<file path="src/verilog/mii_timing_pkg.sv">
/*
  Shared constants for the MAC-side receive and transmit timing logic:
  clock rate, bit times, latency figures, clock phase lengths and modes.
  Assumes a single system clock of 200 MHz.
*/
package mii_timing_pkg;

  // ****************************************
  // Clock and bit times
  // ****************************************
  localparam int CLK_NS = 5;
  localparam int BIT_FAST_NS = 10;
  localparam int BIT_SLOW_NS = 100;

  typedef logic [7:0] cnt_t;

  // Least time: round up, never below one cycle
  function automatic cnt_t cyc_min(input int ns);
    int c;
    c = (ns + CLK_NS - 1) / CLK_NS;
    if (c < 1)
    begin
      c = 1;
    end
    return cnt_t'(c);
  endfunction

  // Longest time: round down, never below one cycle
  function automatic cnt_t cyc_max(input int ns);
    int c;
    c = ns / CLK_NS;
    if (c < 1)
    begin
      c = 1;
    end
    return cnt_t'(c);
  endfunction

  // ****************************************
  // Receive latencies
  // ****************************************
  localparam int CRS_ON_TX_BITS = 20;
  localparam int DATA_TX_BITS = 24;
  localparam int CRS_ON_FX_BITS = 10;
  localparam int DATA_FX_BITS = 14;
  localparam int CRS_OFF_TX_BITS = 24;
  localparam int CRS_OFF_FX_BITS = 14;
  localparam int DV_10T_BITS = 10;
  localparam int DATA_10T_BITS = 8;
  localparam int CRS_ON_10T_NS = 630;
  localparam int CRS_ON_10T_MAX_NS = 1000;
  localparam int CRS_OFF_10T_MAX_NS = 1000;
  localparam int CRS_OFF_10T_NS = 800;

  localparam cnt_t CRS_ON_TX_CYC = cyc_min(CRS_ON_TX_BITS * BIT_FAST_NS);
  localparam cnt_t DATA_TX_CYC = cyc_min(DATA_TX_BITS * BIT_FAST_NS);
  localparam cnt_t CRS_ON_FX_CYC = cyc_min(CRS_ON_FX_BITS * BIT_FAST_NS);
  localparam cnt_t DATA_FX_CYC = cyc_min(DATA_FX_BITS * BIT_FAST_NS);
  localparam cnt_t CRS_OFF_TX_CYC = cyc_min(CRS_OFF_TX_BITS * BIT_FAST_NS);
  localparam cnt_t CRS_OFF_FX_CYC = cyc_min(CRS_OFF_FX_BITS * BIT_FAST_NS);
  localparam cnt_t DV_10T_CYC = cyc_min(DV_10T_BITS * BIT_SLOW_NS);
  localparam cnt_t DATA_10T_CYC = cyc_min(DATA_10T_BITS * BIT_SLOW_NS);
  localparam cnt_t CRS_ON_10T_CYC = cyc_min(CRS_ON_10T_NS);
  localparam cnt_t CRS_OFF_10T_CYC = cyc_max(CRS_OFF_10T_NS);

  // ****************************************
  // Clock phase lengths
  // ****************************************
  localparam int MII100_HALF_NS = 20;
  localparam int MII10_HALF_NS = 200;
  localparam int SER_TX_HIGH_NS = 25;
  localparam int SER_TX_LOW_NS = 75;
  localparam int SER_RX_HALF_NS = 50;

  localparam cnt_t MII100_HALF_CYC = cyc_min(MII100_HALF_NS);
  localparam cnt_t MII10_HALF_CYC = cyc_min(MII10_HALF_NS);
  localparam cnt_t SER_TX_HIGH_CYC = cyc_min(SER_TX_HIGH_NS);
  localparam cnt_t SER_TX_LOW_CYC = cyc_min(SER_TX_LOW_NS);
  localparam cnt_t SER_RX_HALF_CYC = cyc_min(SER_RX_HALF_NS);

  // ****************************************
  // Data path and modes
  // ****************************************
  localparam int DLY_DEPTH = 256;
  localparam int DLY_AW = 8;
  localparam int NIB_W = 4;
  localparam int DLY_W = NIB_W + 1;

  typedef enum logic [1:0] {
    MODE_100TX = 2'b00,
    MODE_100FX = 2'b01,
    MODE_10T_MII = 2'b10,
    MODE_10T_SER = 2'b11
  } link_mode_e;

endpackage

</file>
<file path="src/verilog/phase_clock_gen.sv">
/*
  Divided clock generator: high and low phase lengths in system cycles,
  rise and fall enable pulses, optional parking at one level.
  Assumes phase lengths change only while the link mode changes.
*/
`timescale 1ns/1ps
module phase_clock_gen
  import mii_timing_pkg::*;
(
  // Clock and reset
  input wire logic clk_in,
  input wire logic rst_in,
  // Phase control
  input wire mii_timing_pkg::cnt_t high_cyc_in,
  input wire mii_timing_pkg::cnt_t low_cyc_in,
  input wire logic park_in,
  input wire logic park_level_in,
  // Clock and edge enables
  output logic clk_out,
  output logic rise_out,
  output logic fall_out
);

  typedef struct packed {
    logic level;
    cnt_t cnt;
    logic rise;
    logic fall;
  } gen_s;

  gen_s st_reg;
  gen_s st_next;

  always_comb
  begin
    st_next = st_reg;
    st_next.rise = 1'b0;
    st_next.fall = 1'b0;
    if (st_reg.cnt > cnt_t'(1))
    begin
      st_next.cnt = st_reg.cnt - cnt_t'(1);
    end
    else if (!(park_in && (st_reg.level == park_level_in)))
    begin
      // Parking only stretches a phase that has already run its full length
      st_next.level = ~st_reg.level;
      st_next.rise = ~st_reg.level;
      st_next.fall = st_reg.level;
      st_next.cnt = st_reg.level ? low_cyc_in : high_cyc_in;
    end
  end

  always_ff @(posedge clk_in or posedge rst_in)
  begin
    if (rst_in)
    begin
      st_reg <= '{level: 1'b0, cnt: cnt_t'(1), rise: 1'b0, fall: 1'b0};
    end
    else
    begin
      st_reg <= st_next;
    end
  end

  assign clk_out = st_reg.level;
  assign rise_out = st_reg.rise;
  assign fall_out = st_reg.fall;

endmodule

</file>
<file path="src/verilog/tap_delay_line.sv">
/*
  Variable delay line: a ring of words, read a selected number of
  cycles behind the write point. Output is registered.
  Assumes the delay select stays below the depth.
*/
`timescale 1ns/1ps
module tap_delay_line
  import mii_timing_pkg::*;
(
  // Clock and reset
  input wire logic clk_in,
  input wire logic rst_in,
  // Data and tap
  input wire logic [DLY_W-1:0] data_in,
  input wire mii_timing_pkg::cnt_t delay_in,
  output logic [DLY_W-1:0] data_out
);

  typedef struct packed {
    logic [DLY_AW-1:0] wptr;
    cnt_t fill;
    logic [DLY_W-1:0] dout;
  } dly_s;

  logic [DLY_W-1:0] ring [DLY_DEPTH];
  dly_s st_reg;
  dly_s st_next;

  always_comb
  begin
    st_next = st_reg;
    st_next.wptr = st_reg.wptr + DLY_AW'(1);
    if (st_reg.fill != '1)
    begin
      st_next.fill = st_reg.fill + cnt_t'(1);
    end
    // One cycle of the tap is spent in the output register
    if (st_reg.fill >= delay_in)
    begin
      st_next.dout = ring[st_reg.wptr - DLY_AW'(delay_in) + DLY_AW'(1)];
    end
    else
    begin
      // Words not yet written since reset read as idle, so valid never goes unknown
      st_next.dout = '0;
    end
  end

  // Ring contents need no reset; unwritten words are masked by the fill count
  always_ff @(posedge clk_in)
  begin
    ring[st_reg.wptr] <= data_in;
  end

  always_ff @(posedge clk_in or posedge rst_in)
  begin
    if (rst_in)
    begin
      st_reg <= '0;
    end
    else
    begin
      st_reg <= st_next;
    end
  end

  assign data_out = st_reg.dout;

endmodule

</file>
<file path="src/verilog/mii_latency_core.sv">
/*
  MAC-side data interface timing of one transceiver port: sources the
  transmit and receive clocks, samples the MAC's transmit signals on the
  right edge, and delays carrier sense, receive data valid and receive
  data by the latencies of each line mode.
  Assumes the line-side decoder runs on the system clock and marks the
  first bit of the start and end code groups, line activity and the
  start-frame delimiter with same-clock signals.
*/
// Functional notes
// - 100TX: carrier 20, data 24 bits
// - 100FX: carrier 10, data 14 bits
// - Carrier drops 24/14 bits after end
// - Fast bit time is 10 ns
// - 10M nibble: sample on clock fall
// - Nibble: receive clock may stretch low
// - Serial: receive clock may stretch high
// - Serial: sample on rise, 25/75 ns clock
// - Serial: receive outputs change on fall
// - 10BASE-T: valid 10 bits after preamble
// - 10BASE-T: data 8 bits after delimiter
// - 10BASE-T: carrier on 630 ns, under 1000
// - 10BASE-T: carrier off within 1 us
`timescale 1ns/1ps
module mii_latency_core
  import mii_timing_pkg::*;
(
  // System clock and reset
  input wire logic CLK_SYS_IN,
  input wire logic RST_IN,
  // Configuration
  input wire mii_timing_pkg::link_mode_e MODE_IN,
  input wire logic RX_CLK_SWITCH_IN,
  // Line-side receive events
  input wire logic LINE_ACT_IN,
  input wire logic LINE_SSD_IN,
  input wire logic LINE_ESD_IN,
  input wire logic LINE_SFD_IN,
  input wire logic LINE_VALID_IN,
  input wire logic [NIB_W-1:0] LINE_DATA_IN,
  // Line-side transmit data
  output logic [NIB_W-1:0] LINE_TXD_OUT,
  output logic LINE_TX_EN_OUT,
  output logic LINE_TX_STB_OUT,
  // MAC transmit pins
  output logic TX_CLK_OUT,
  input wire logic [NIB_W-1:0] TXD_IN,
  input wire logic TX_EN_IN,
  // MAC receive pins
  output logic RX_CLK_OUT,
  output logic [NIB_W-1:0] RXD_OUT,
  output logic RX_DV_OUT,
  output logic CRS_OUT
);

  // ****************************************
  // Mode decoding
  // ****************************************
  function automatic logic is_fast(input link_mode_e m);
    return (m == MODE_100TX) || (m == MODE_100FX);
  endfunction

  function automatic logic is_serial(input link_mode_e m);
    return m == MODE_10T_SER;
  endfunction

  // ****************************************
  // State
  // ****************************************
  typedef struct packed {
    logic [NIB_W-1:0] txd_s1;
    logic [NIB_W-1:0] txd_s2;
    logic tx_en_s1;
    logic tx_en_s2;
    logic [NIB_W-1:0] line_txd;
    logic line_tx_en;
    logic line_tx_stb;
    logic act_d;
    logic crs;
    logic crs_rising;
    cnt_t crs_cnt;
    logic dv10;
    cnt_t dv_cnt;
    logic dly_valid_d;
    logic [NIB_W-1:0] rxd;
    logic rx_dv;
  } core_s;

  core_s st_reg;
  core_s st_next;

  logic fast;
  logic serial;
  logic tx_rise;
  logic tx_fall;
  logic rx_fall;
  logic tx_sample;
  logic act_rise;
  logic act_fall;
  cnt_t tx_high;
  cnt_t tx_low;
  cnt_t rx_half;
  cnt_t data_dly;
  logic [DLY_W-1:0] dly_out;
  logic dly_valid;

  assign fast = is_fast(MODE_IN);
  assign serial = is_serial(MODE_IN);
  assign act_rise = LINE_ACT_IN && !st_reg.act_d;
  assign act_fall = !LINE_ACT_IN && st_reg.act_d;
  assign dly_valid = dly_out[DLY_W-1];

  // ****************************************
  // Clock phases per mode
  // ****************************************
  always_comb
  begin
    case (MODE_IN)
      MODE_100TX, MODE_100FX:
      begin
        tx_high = MII100_HALF_CYC;
        tx_low = MII100_HALF_CYC;
        rx_half = MII100_HALF_CYC;
      end
      MODE_10T_MII:
      begin
        tx_high = MII10_HALF_CYC;
        tx_low = MII10_HALF_CYC;
        rx_half = MII10_HALF_CYC;
      end
      MODE_10T_SER:
      begin
        tx_high = SER_TX_HIGH_CYC;
        tx_low = SER_TX_LOW_CYC;
        rx_half = SER_RX_HALF_CYC;
      end
      default:
      begin
        tx_high = MII100_HALF_CYC;
        tx_low = MII100_HALF_CYC;
        rx_half = MII100_HALF_CYC;
      end
    endcase
  end

  // ****************************************
  // Receive data latency per mode
  // ****************************************
  always_comb
  begin
    case (MODE_IN)
      MODE_100TX:
      begin
        data_dly = DATA_TX_CYC;
      end
      MODE_100FX:
      begin
        data_dly = DATA_FX_CYC;
      end
      default:
      begin
        data_dly = DATA_10T_CYC;
      end
    endcase
  end

  // ****************************************
  // Clock sources and receive delay line
  // ****************************************
  phase_clock_gen u_tx_clk (
    .clk_in(CLK_SYS_IN),
    .rst_in(RST_IN),
    .high_cyc_in(tx_high),
    .low_cyc_in(tx_low),
    .park_in(1'b0),
    .park_level_in(1'b0),
    .clk_out(TX_CLK_OUT),
    .rise_out(tx_rise),
    .fall_out(tx_fall)
  );

  // Switching between reference and recovered clock parks the receive
  // clock low in nibble modes and high in serial mode
  phase_clock_gen u_rx_clk (
    .clk_in(CLK_SYS_IN),
    .rst_in(RST_IN),
    .high_cyc_in(rx_half),
    .low_cyc_in(rx_half),
    .park_in(RX_CLK_SWITCH_IN),
    .park_level_in(serial),
    .clk_out(RX_CLK_OUT),
    .rise_out(),
    .fall_out(rx_fall)
  );

  tap_delay_line u_rx_dly (
    .clk_in(CLK_SYS_IN),
    .rst_in(RST_IN),
    .data_in({LINE_VALID_IN, LINE_DATA_IN}),
    .delay_in(data_dly),
    .data_out(dly_out)
  );

  // ****************************************
  // Transmit sampling edge
  // ****************************************
  // The MAC launches on the rise, so the 10M nibble mode samples half a
  // period later; the pin synchroniser costs two cycles of the setup
  assign tx_sample = (MODE_IN == MODE_10T_MII) ? tx_fall : tx_rise;

  // ****************************************
  // Next state
  // ****************************************
  always_comb
  begin
    st_next = st_reg;
    st_next.txd_s1 = TXD_IN;
    st_next.txd_s2 = st_reg.txd_s1;
    st_next.tx_en_s1 = TX_EN_IN;
    st_next.tx_en_s2 = st_reg.tx_en_s1;
    st_next.act_d = LINE_ACT_IN;
    st_next.dly_valid_d = dly_valid;
    st_next.line_tx_stb = 1'b0;

    if (tx_sample)
    begin
      // Serial mode carries its single data bit on lane 0
      st_next.line_txd = serial ? {{(NIB_W-1){1'b0}}, st_reg.txd_s2[0]} : st_reg.txd_s2;
      st_next.line_tx_en = st_reg.tx_en_s2;
      st_next.line_tx_stb = 1'b1;
    end

    // Carrier timer: counts down, acts when it reaches one
    if (st_reg.crs_cnt > cnt_t'(1))
    begin
      st_next.crs_cnt = st_reg.crs_cnt - cnt_t'(1);
    end
    else if (st_reg.crs_cnt == cnt_t'(1))
    begin
      st_next.crs_cnt = '0;
      st_next.crs = st_reg.crs_rising;
    end

    if (fast)
    begin
      if (LINE_SSD_IN)
      begin
        st_next.crs_rising = 1'b1;
        st_next.crs_cnt = (MODE_IN == MODE_100TX) ? CRS_ON_TX_CYC : CRS_ON_FX_CYC;
      end
      else if (LINE_ESD_IN)
      begin
        st_next.crs_rising = 1'b0;
        st_next.crs_cnt = (MODE_IN == MODE_100TX) ? CRS_OFF_TX_CYC : CRS_OFF_FX_CYC;
      end
    end
    else
    begin
      if (act_rise)
      begin
        st_next.crs_rising = 1'b1;
        st_next.crs_cnt = CRS_ON_10T_CYC;
      end
      else if (act_fall)
      begin
        st_next.crs_rising = 1'b0;
        st_next.crs_cnt = CRS_OFF_10T_CYC;
      end
    end

    // Slow-mode valid timer from the first preamble bit
    if (st_reg.dv_cnt > cnt_t'(1))
    begin
      st_next.dv_cnt = st_reg.dv_cnt - cnt_t'(1);
    end
    else if (st_reg.dv_cnt == cnt_t'(1))
    begin
      st_next.dv_cnt = '0;
      st_next.dv10 = 1'b1;
    end
    if (!fast && act_rise)
    begin
      st_next.dv_cnt = DV_10T_CYC;
    end
    // Valid ends when the delayed frame runs out
    if (st_reg.dly_valid_d && !dly_valid && (st_reg.dv_cnt == '0))
    begin
      st_next.dv10 = 1'b0;
    end
    if (fast)
    begin
      st_next.dv10 = 1'b0;
      st_next.dv_cnt = '0;
    end

    // Receive outputs change only at the receive clock fall
    if (rx_fall)
    begin
      st_next.rxd = serial ? {{(NIB_W-1){1'b0}}, dly_out[0]} : dly_out[NIB_W-1:0];
      st_next.rx_dv = fast ? dly_valid : st_reg.dv10;
    end
  end

  // ****************************************
  // State register
  // ****************************************
  always_ff @(posedge CLK_SYS_IN or posedge RST_IN)
  begin
    if (RST_IN)
    begin
      st_reg <= '0;
    end
    else
    begin
      st_reg <= st_next;
    end
  end

  // ****************************************
  // Outputs
  // ****************************************
  assign LINE_TXD_OUT = st_reg.line_txd;
  assign LINE_TX_EN_OUT = st_reg.line_tx_en;
  assign LINE_TX_STB_OUT = st_reg.line_tx_stb;
  assign RXD_OUT = st_reg.rxd;
  assign RX_DV_OUT = st_reg.rx_dv;
  assign CRS_OUT = st_reg.crs;

endmodule

</file>
<file path="config.mk">
export PLATFORM = sky130hd
export DESIGN_NAME = mii_latency_core
export DESIGN_NICKNAME = d
export VERILOG_FILES = /design/src/verilog/mii_timing_pkg.sv /design/src/verilog/phase_clock_gen.sv /design/src/verilog/tap_delay_line.sv /design/src/verilog/mii_latency_core.sv
export SDC_FILE = /design/constraint.sdc
export NUM_CORES = 2
export LEC_CHECK = 0
export BUFFER_PORTS_ARGS = -buffer_cell sky130_fd_sc_hd__buf_4
export CORE_MARGIN = 3
export CORE_UTILIZATION = 30
export DETAILED_ROUTE_END_ITERATION = 10
export GPL_ROUTABILITY_DRIVEN = 0
export PLACE_DENSITY = 0.48
export SYNTH_ARGS = -nofsm -noshare
export SYNTH_HDL_FRONTEND = slang
export SYNTH_HIERARCHICAL = 1
export SYNTH_SLANG_ARGS = --single-unit
export TNS_END_PERCENT = 20
</file>
<file path="constraint.sdc">
create_clock -name CLK_SYS_IN -period 3.4 [get_ports CLK_SYS_IN]
set_clock_uncertainty 0.15 [all_clocks]
set_input_delay 0.68 -clock CLK_SYS_IN [delete_from_list [all_inputs] [get_ports CLK_SYS_IN]]
set_output_delay 0.68 -clock CLK_SYS_IN [all_outputs]
set_load 0.05 [all_outputs]
</file>
======== Yosys cells after proc, flatten, opt, wreduce, memory -nomap -nowiden ========
Memories as Yosys holds them, arrays and structs flattened.
Index checks and enable logic that the tools add are counted.
cells by class
  $add $sub $neg .......................... 8
  multiplexer cells ....................... 31
  multipliers ............................. 0
  div/mod/pow operators ................... 0
  bitwise gates (word level) .............. 5
  reduce and logical (&&, ||, !) cells .... 21
  shift operators ......................... 0
  equal/unequal tests ..................... 10
  magnitude comparators ................... 5
operator list
  operator                                                               count
  8-bit case mux with 3 select lines                                     3
  9-bit 2-to-1 mux                                                       7
  8-bit 2-to-1 mux                                                       7
  8-bit by 1-bit > comparator with 1-bit output (second input constant)  4
  8-bit by 1-bit subtractor with 8-bit output (second input constant)    4
  8-bit by 1-bit adder with 8-bit output (second input constant)         3
  8-bit by 1-bit == test with 1-bit output (second input constant)       2
  8-bit case mux with 2 select lines                                     1
  6-bit 2-to-1 mux                                                       2
  10-bit 2-to-1 mux                                                      1
  8-bit greater-or-equal comparator                                      1
  8-bit zero test                                                        1
  4-bit 2-to-1 mux                                                       2
  8-bit inequality test (second input constant)                          1
  2-bit AND reduction                                                    4
  8-bit subtractor                                                       1
  1-bit logical AND                                                      6
  1-bit 2-to-1 mux                                                       6
  3-bit nonzero test                                                     2
  5-bit 2-to-1 mux                                                       1
  1-bit inverter                                                         5
  2-bit == test (second input constant)                                  2
  1-bit zero test                                                        4
  4-bit nonzero test                                                     1
  other kinds (9)                                                        9
storage, ports and cells
  word-level logic and storage cells ...... 107
  memories kept ........................... 1
  output and inout bits ................... 14
  RAM bits ................................ 1280
  memory bits (read-only) ................. 0
  bits in latches ......................... 0
  register bits after elaboration ......... 84
memories
  memory         depth  width  read ports  clocked after memory_dff  wr ports  line                  source
  u_rx_dly.ring  256    5      1           0                         1         tap_delay_line.sv:25  logic [DLY_W-1:0] ring [DLY_DEPTH];

======== Longest topological paths before layout ========
  word-level depth ........................ 6
  mapped depth ............................ 19
  gate-level depth less buffers ........... 15

======== By module ========
The synthesis kept the hierarchy.
modules (own cells, without submodules)
  module            cells an instance  times used  area an instance (µm²)
  tap_delay_line    2467               1           51575.7
  mii_latency_core  200                1           2034.5
  phase_clock_gen   73                 2           733.2

======== Worst setup path before layout ========
OpenSTA, ideal clock, no wires.
  path kind ............................... in2reg
  start ................................... input MODE_IN[1]
  end ..................................... register u_rx_dly.st_reg, in the netlist u_rx_dly/data_out[2]
  library setup time ...................... 0.127 ns
  data required time ...................... 3.123 ns
  slack ................................... -0.807 ns
  arrival ................................. 3.930 ns
  stages .................................. 16
  buffers on the path ..................... 3
  path through ............................ clkbuf_1 -> inv_1 -> nand2_1 -> inv_1 -> inv_1 -> ha_1 -> inv_1 -> fa_1 -> clkbuf_1 -> buf_1 -> mux4_2 -> mux4_2 -> mux2i_1 -> mux2i_1 -> o21ai_0 -> o22ai_1
RTL lines
  item                    line                    source
  start: declaration      mii_latency_core.sv:32  input wire mii_timing_pkg::link_mode_e MODE_IN,
  end signal: assignment  tap_delay_line.sv:63    st_reg <= st_next;
  end: declaration        tap_delay_line.sv:26    dly_s st_reg;

==> impl_metrics.xml <==
<?xml version="1.0" encoding="UTF-8"?>
<metrics>
  <group name="routing">
    <metric name="wl_met2" unit="um">69200</metric>
    <metric name="detail_route.first_pass.iterations" unit="">7</metric>
    <metric name="top_layer" unit="">met5</metric>
    <metric name="wire_per_inst" unit="um">25.5</metric>
    <metric name="detail_route.drc_violations" unit="">0</metric>
    <metric name="wl_met3" unit="um">8980</metric>
    <metric name="drt-met1-wl" unit="um">65200</metric>
    <metric name="route.vias.total" unit="">28356</metric>
    <metric name="vias_per_cell" unit="">4.91</metric>
    <metric name="drt_iter0_markers" unit="">2662</metric>
    <metric name="detail-route-antenna-nets" unit="">0</metric>
    <metric name="drt_wl_total" unit="um">147000</metric>
  </group>
  <group name="power_and_ir_drop">
    <metric name="power.ir.vdd_worst" unit="mV">0.521</metric>
    <metric name="total_leakage_power" unit="nW">22.0</metric>
    <metric name="power_density" unit="nW/um^2">588</metric>
  </group>
  <group name="layout">
    <metric name="fillers" unit="">16669</metric>
    <metric name="post_route_standard_cell_area_excluding_fillers" unit="um^2">66700</metric>
    <metric name="largest_reg_flops" unit="">1280</metric>
    <metric name="finish.cell_count_without_fillers" unit="">5771</metric>
    <metric name="drive_above_1_share" unit="%">33.5</metric>
    <metric name="finalNetCount" unit="">3333</metric>
    <metric name="ff_latch_area" unit="um^2">40500</metric>
    <metric name="multiInputGateArea" unit="um^2">13900</metric>
    <metric name="area_growth_syn_to_layout" unit="%">21.1</metric>
  </group>
  <group name="setup_path">
    <metric name="cp_data_arrival_time" unit="ns">4.44</metric>
    <metric name="timing.critical_path.fanout_max" unit="">7</metric>
    <metric name="crit_type" unit="">reg -&gt; reg</metric>
    <metric name="required" unit="ns">3.91</metric>
    <metric name="crit_path_start_kind" unit="">flip-flop</metric>
    <metric name="worst_setup_path_end_kind" unit="">flip-flop</metric>
  </group>
  <group name="floorplan">
    <metric name="initial_util" unit="%">30.3</metric>
    <metric name="row_count" unit="">156</metric>
    <metric name="design.core.area" unit="um^2">182000</metric>
    <metric name="pin_count" unit="">33</metric>
    <metric name="dieHeight" unit="um">434</metric>
    <metric name="chipWidth" unit="um">434</metric>
    <metric name="design.die.area" unit="um^2">189000</metric>
  </group>
  <group name="yosys">
    <metric name="netlist_area" unit="um^2">55100</metric>
    <metric name="post_synth.cell_area_avg" unit="um^2">19.6</metric>
    <metric name="synth.yosys.warnings" unit="">6</metric>
    <metric name="gate_count_of_the_mapped_netlist" unit="">2812</metric>
  </group>
  <group name="cts">
    <metric name="tritoncts" unit="">yes</metric>
    <metric name="numClockSinks" unit="">1364</metric>
    <metric name="cts.path.max_buffers" unit="">3</metric>
    <metric name="tritoncts.num_buffers" unit="">149</metric>
    <metric name="clkSlewWorstSetupHoldPaths" unit="ns">0.06</metric>
    <metric name="clkLatencyLatePin" unit="ns">0.79</metric>
    <metric name="htreeDepth" unit="">4</metric>
    <metric name="root_buffer" unit="">clkbuf_16</metric>
  </group>
  <group name="timing">
    <metric name="maxClockFrequency" unit="MHz">254</metric>
    <metric name="grt_setup_unrepaired" unit="">yes</metric>
    <metric name="min_period" unit="ns">3.93</metric>
    <metric name="period_share" unit="%">116</metric>
    <metric name="report.final.slew_viol_count" unit="">0</metric>
    <metric name="hold_viol_final" unit="">0</metric>
    <metric name="setup_viol_count_final" unit="">5</metric>
    <metric name="relSlewSlack" unit="%">52.2</metric>
    <metric name="fin_ws" unit="ns">-0.531</metric>
    <metric name="worst-slew-pin-transition" unit="ns">0.716</metric>
  </group>
  <group name="place">
    <metric name="detailed_place_hpwl" unit="um">95500</metric>
    <metric name="io_buffer_count" unit="">31</metric>
    <metric name="placement.cell_area" unit="um^2">61500</metric>
    <metric name="detailedPlace.worstSlack" unit="ns">-1.36</metric>
    <metric name="placedCellCount" unit="">5478</metric>
  </group>
  <group name="grt">
    <metric name="first_global_vias" unit="">29583</metric>
    <metric name="grt_antenna_before_repair" unit="">8</metric>
    <metric name="grt_max_degree" unit="">89</metric>
    <metric name="grt-ovfl-total" unit="">0</metric>
    <metric name="track_usage" unit="%">15.8</metric>
    <metric name="wire_length_of_the_first_global_routing_pass" unit="um">215000</metric>
  </group>
  <group name="status">
    <metric name="status" unit="">finished with violations</metric>
    <metric name="failing_checks" unit="">setup timing</metric>
  </group>
  <group name="hold_path">
    <metric name="hold_path_class" unit="">in -&gt; reg</metric>
  </group>
  <group name="job">
    <metric name="cap_violations" unit="">0</metric>
  </group>
</metrics>
## power breakdown
| group | switching, mW | internal [mW] |
|---|---|---|
| Combinational | 2.52 | 2.07 |
| Sequential | 0.298 | 18.6 |
| Clock | 6.72 | 9.03 |
## stage by stage
step / hold slack [ns] / utilization [%] / setup TNS [ns] / power [mW]
floorplan: 0.181 / - / -1.68 / 21.9
global placement: 0.186 / 33.9 / -6.13 / 23.7
detailed placement: 0.186 / 33.9 / -6.07 / 23.7
CTS: 0.0106 / 36.7 / -3.15 / 39.7
global route: 0.0585 / 36.7 / -2.96 / 40.7
finish: 0.0793 / 36.7 / -2.50 / 39.2
## cell usage in the layout (no fill, tap or decap), drive strengths merged, types with 5 or more instances in the layout
cell type	instances
o21ai	36
clkinvlp	5
o2111ai	8
nor4	6
a21oi	26
inv	49
edfxtp	1280
mux2	16
a31oi	12
dfrtp	82
a211oi	20
xor2	9
nand3	47
o21a	7
clkinv	67
a21o	5
clkbuf	190
nand2b	7
conb	25
nor3	31
mux4	370
xnor2	16
dlygate4sd3	8
nor2b	16
mux2i	56
nor2	288
or2	6
buf	444
ha	34
bufinv	9
nand2	142
## what timing repair did
action,4_1_cts,5_1_grt
hold buffers,8,0
pin swaps,12,5
endpoints found under the hold margin,62,0
gates resized for setup,31,7
cloned,4,0
setup buffers,9,1
setup endpoints to repair,5,5
## worst paths after layout
check,slack [ns],cells after the start,endpoint,from
hold / removal,0.08,4,u_rx_clk/fall_out,RX_CLK_SWITCH_IN
max in group asynchronous,2.06,4,CRS_OUT,RST_IN
min in group asynchronous,0.32,3,RX_DV_OUT,RST_IN
hold reg to reg,0.20,0,st_reg[32],st_next[32]
setup / recovery,-0.53,16,u_rx_dly/data_out[4],u_rx_dly/st_reg[14]
setup reg to reg,-0.53,16,u_rx_dly/data_out[4],u_rx_dly/st_reg[14]
## area by class of cell
class,count,share of cell area (%)
well taps,2370,4.45
repair buffers,458,6.53
inverters,44,0.266
clock inverters,86,1.19
multi-input cells,1262,20.8
diodes,2,0.00751
flip-flops and latches,1364,60.8
clock buffers,185,5.96
## worst max-delay path, stage by stage, from the launching register on
cell and delay (ns):
dfrtp_1 0.36, inv_2 0.06, ha_4 0.21, inv_2 0.06, ha_4 0.12, inv_2 0.03, fa_4 0.76, buf_12 0.17
buf_12 0.15, mux4_2 0.30, mux4_2 0.53, mux2i_1 0.16, buf_4 0.16, mux2i_2 0.08, a211oi_2 0.23, buf_4 0.16
o32ai_2 0.08
## per-layer routing
metal  up-vias  global-route usage (%)
li1      12305                       -
met1     15014                    22.0
met2       832                    24.8
met3       203                    3.32
met4         2                    5.00
met5         -                   0.282
Power figures use the tool's default switching activity.
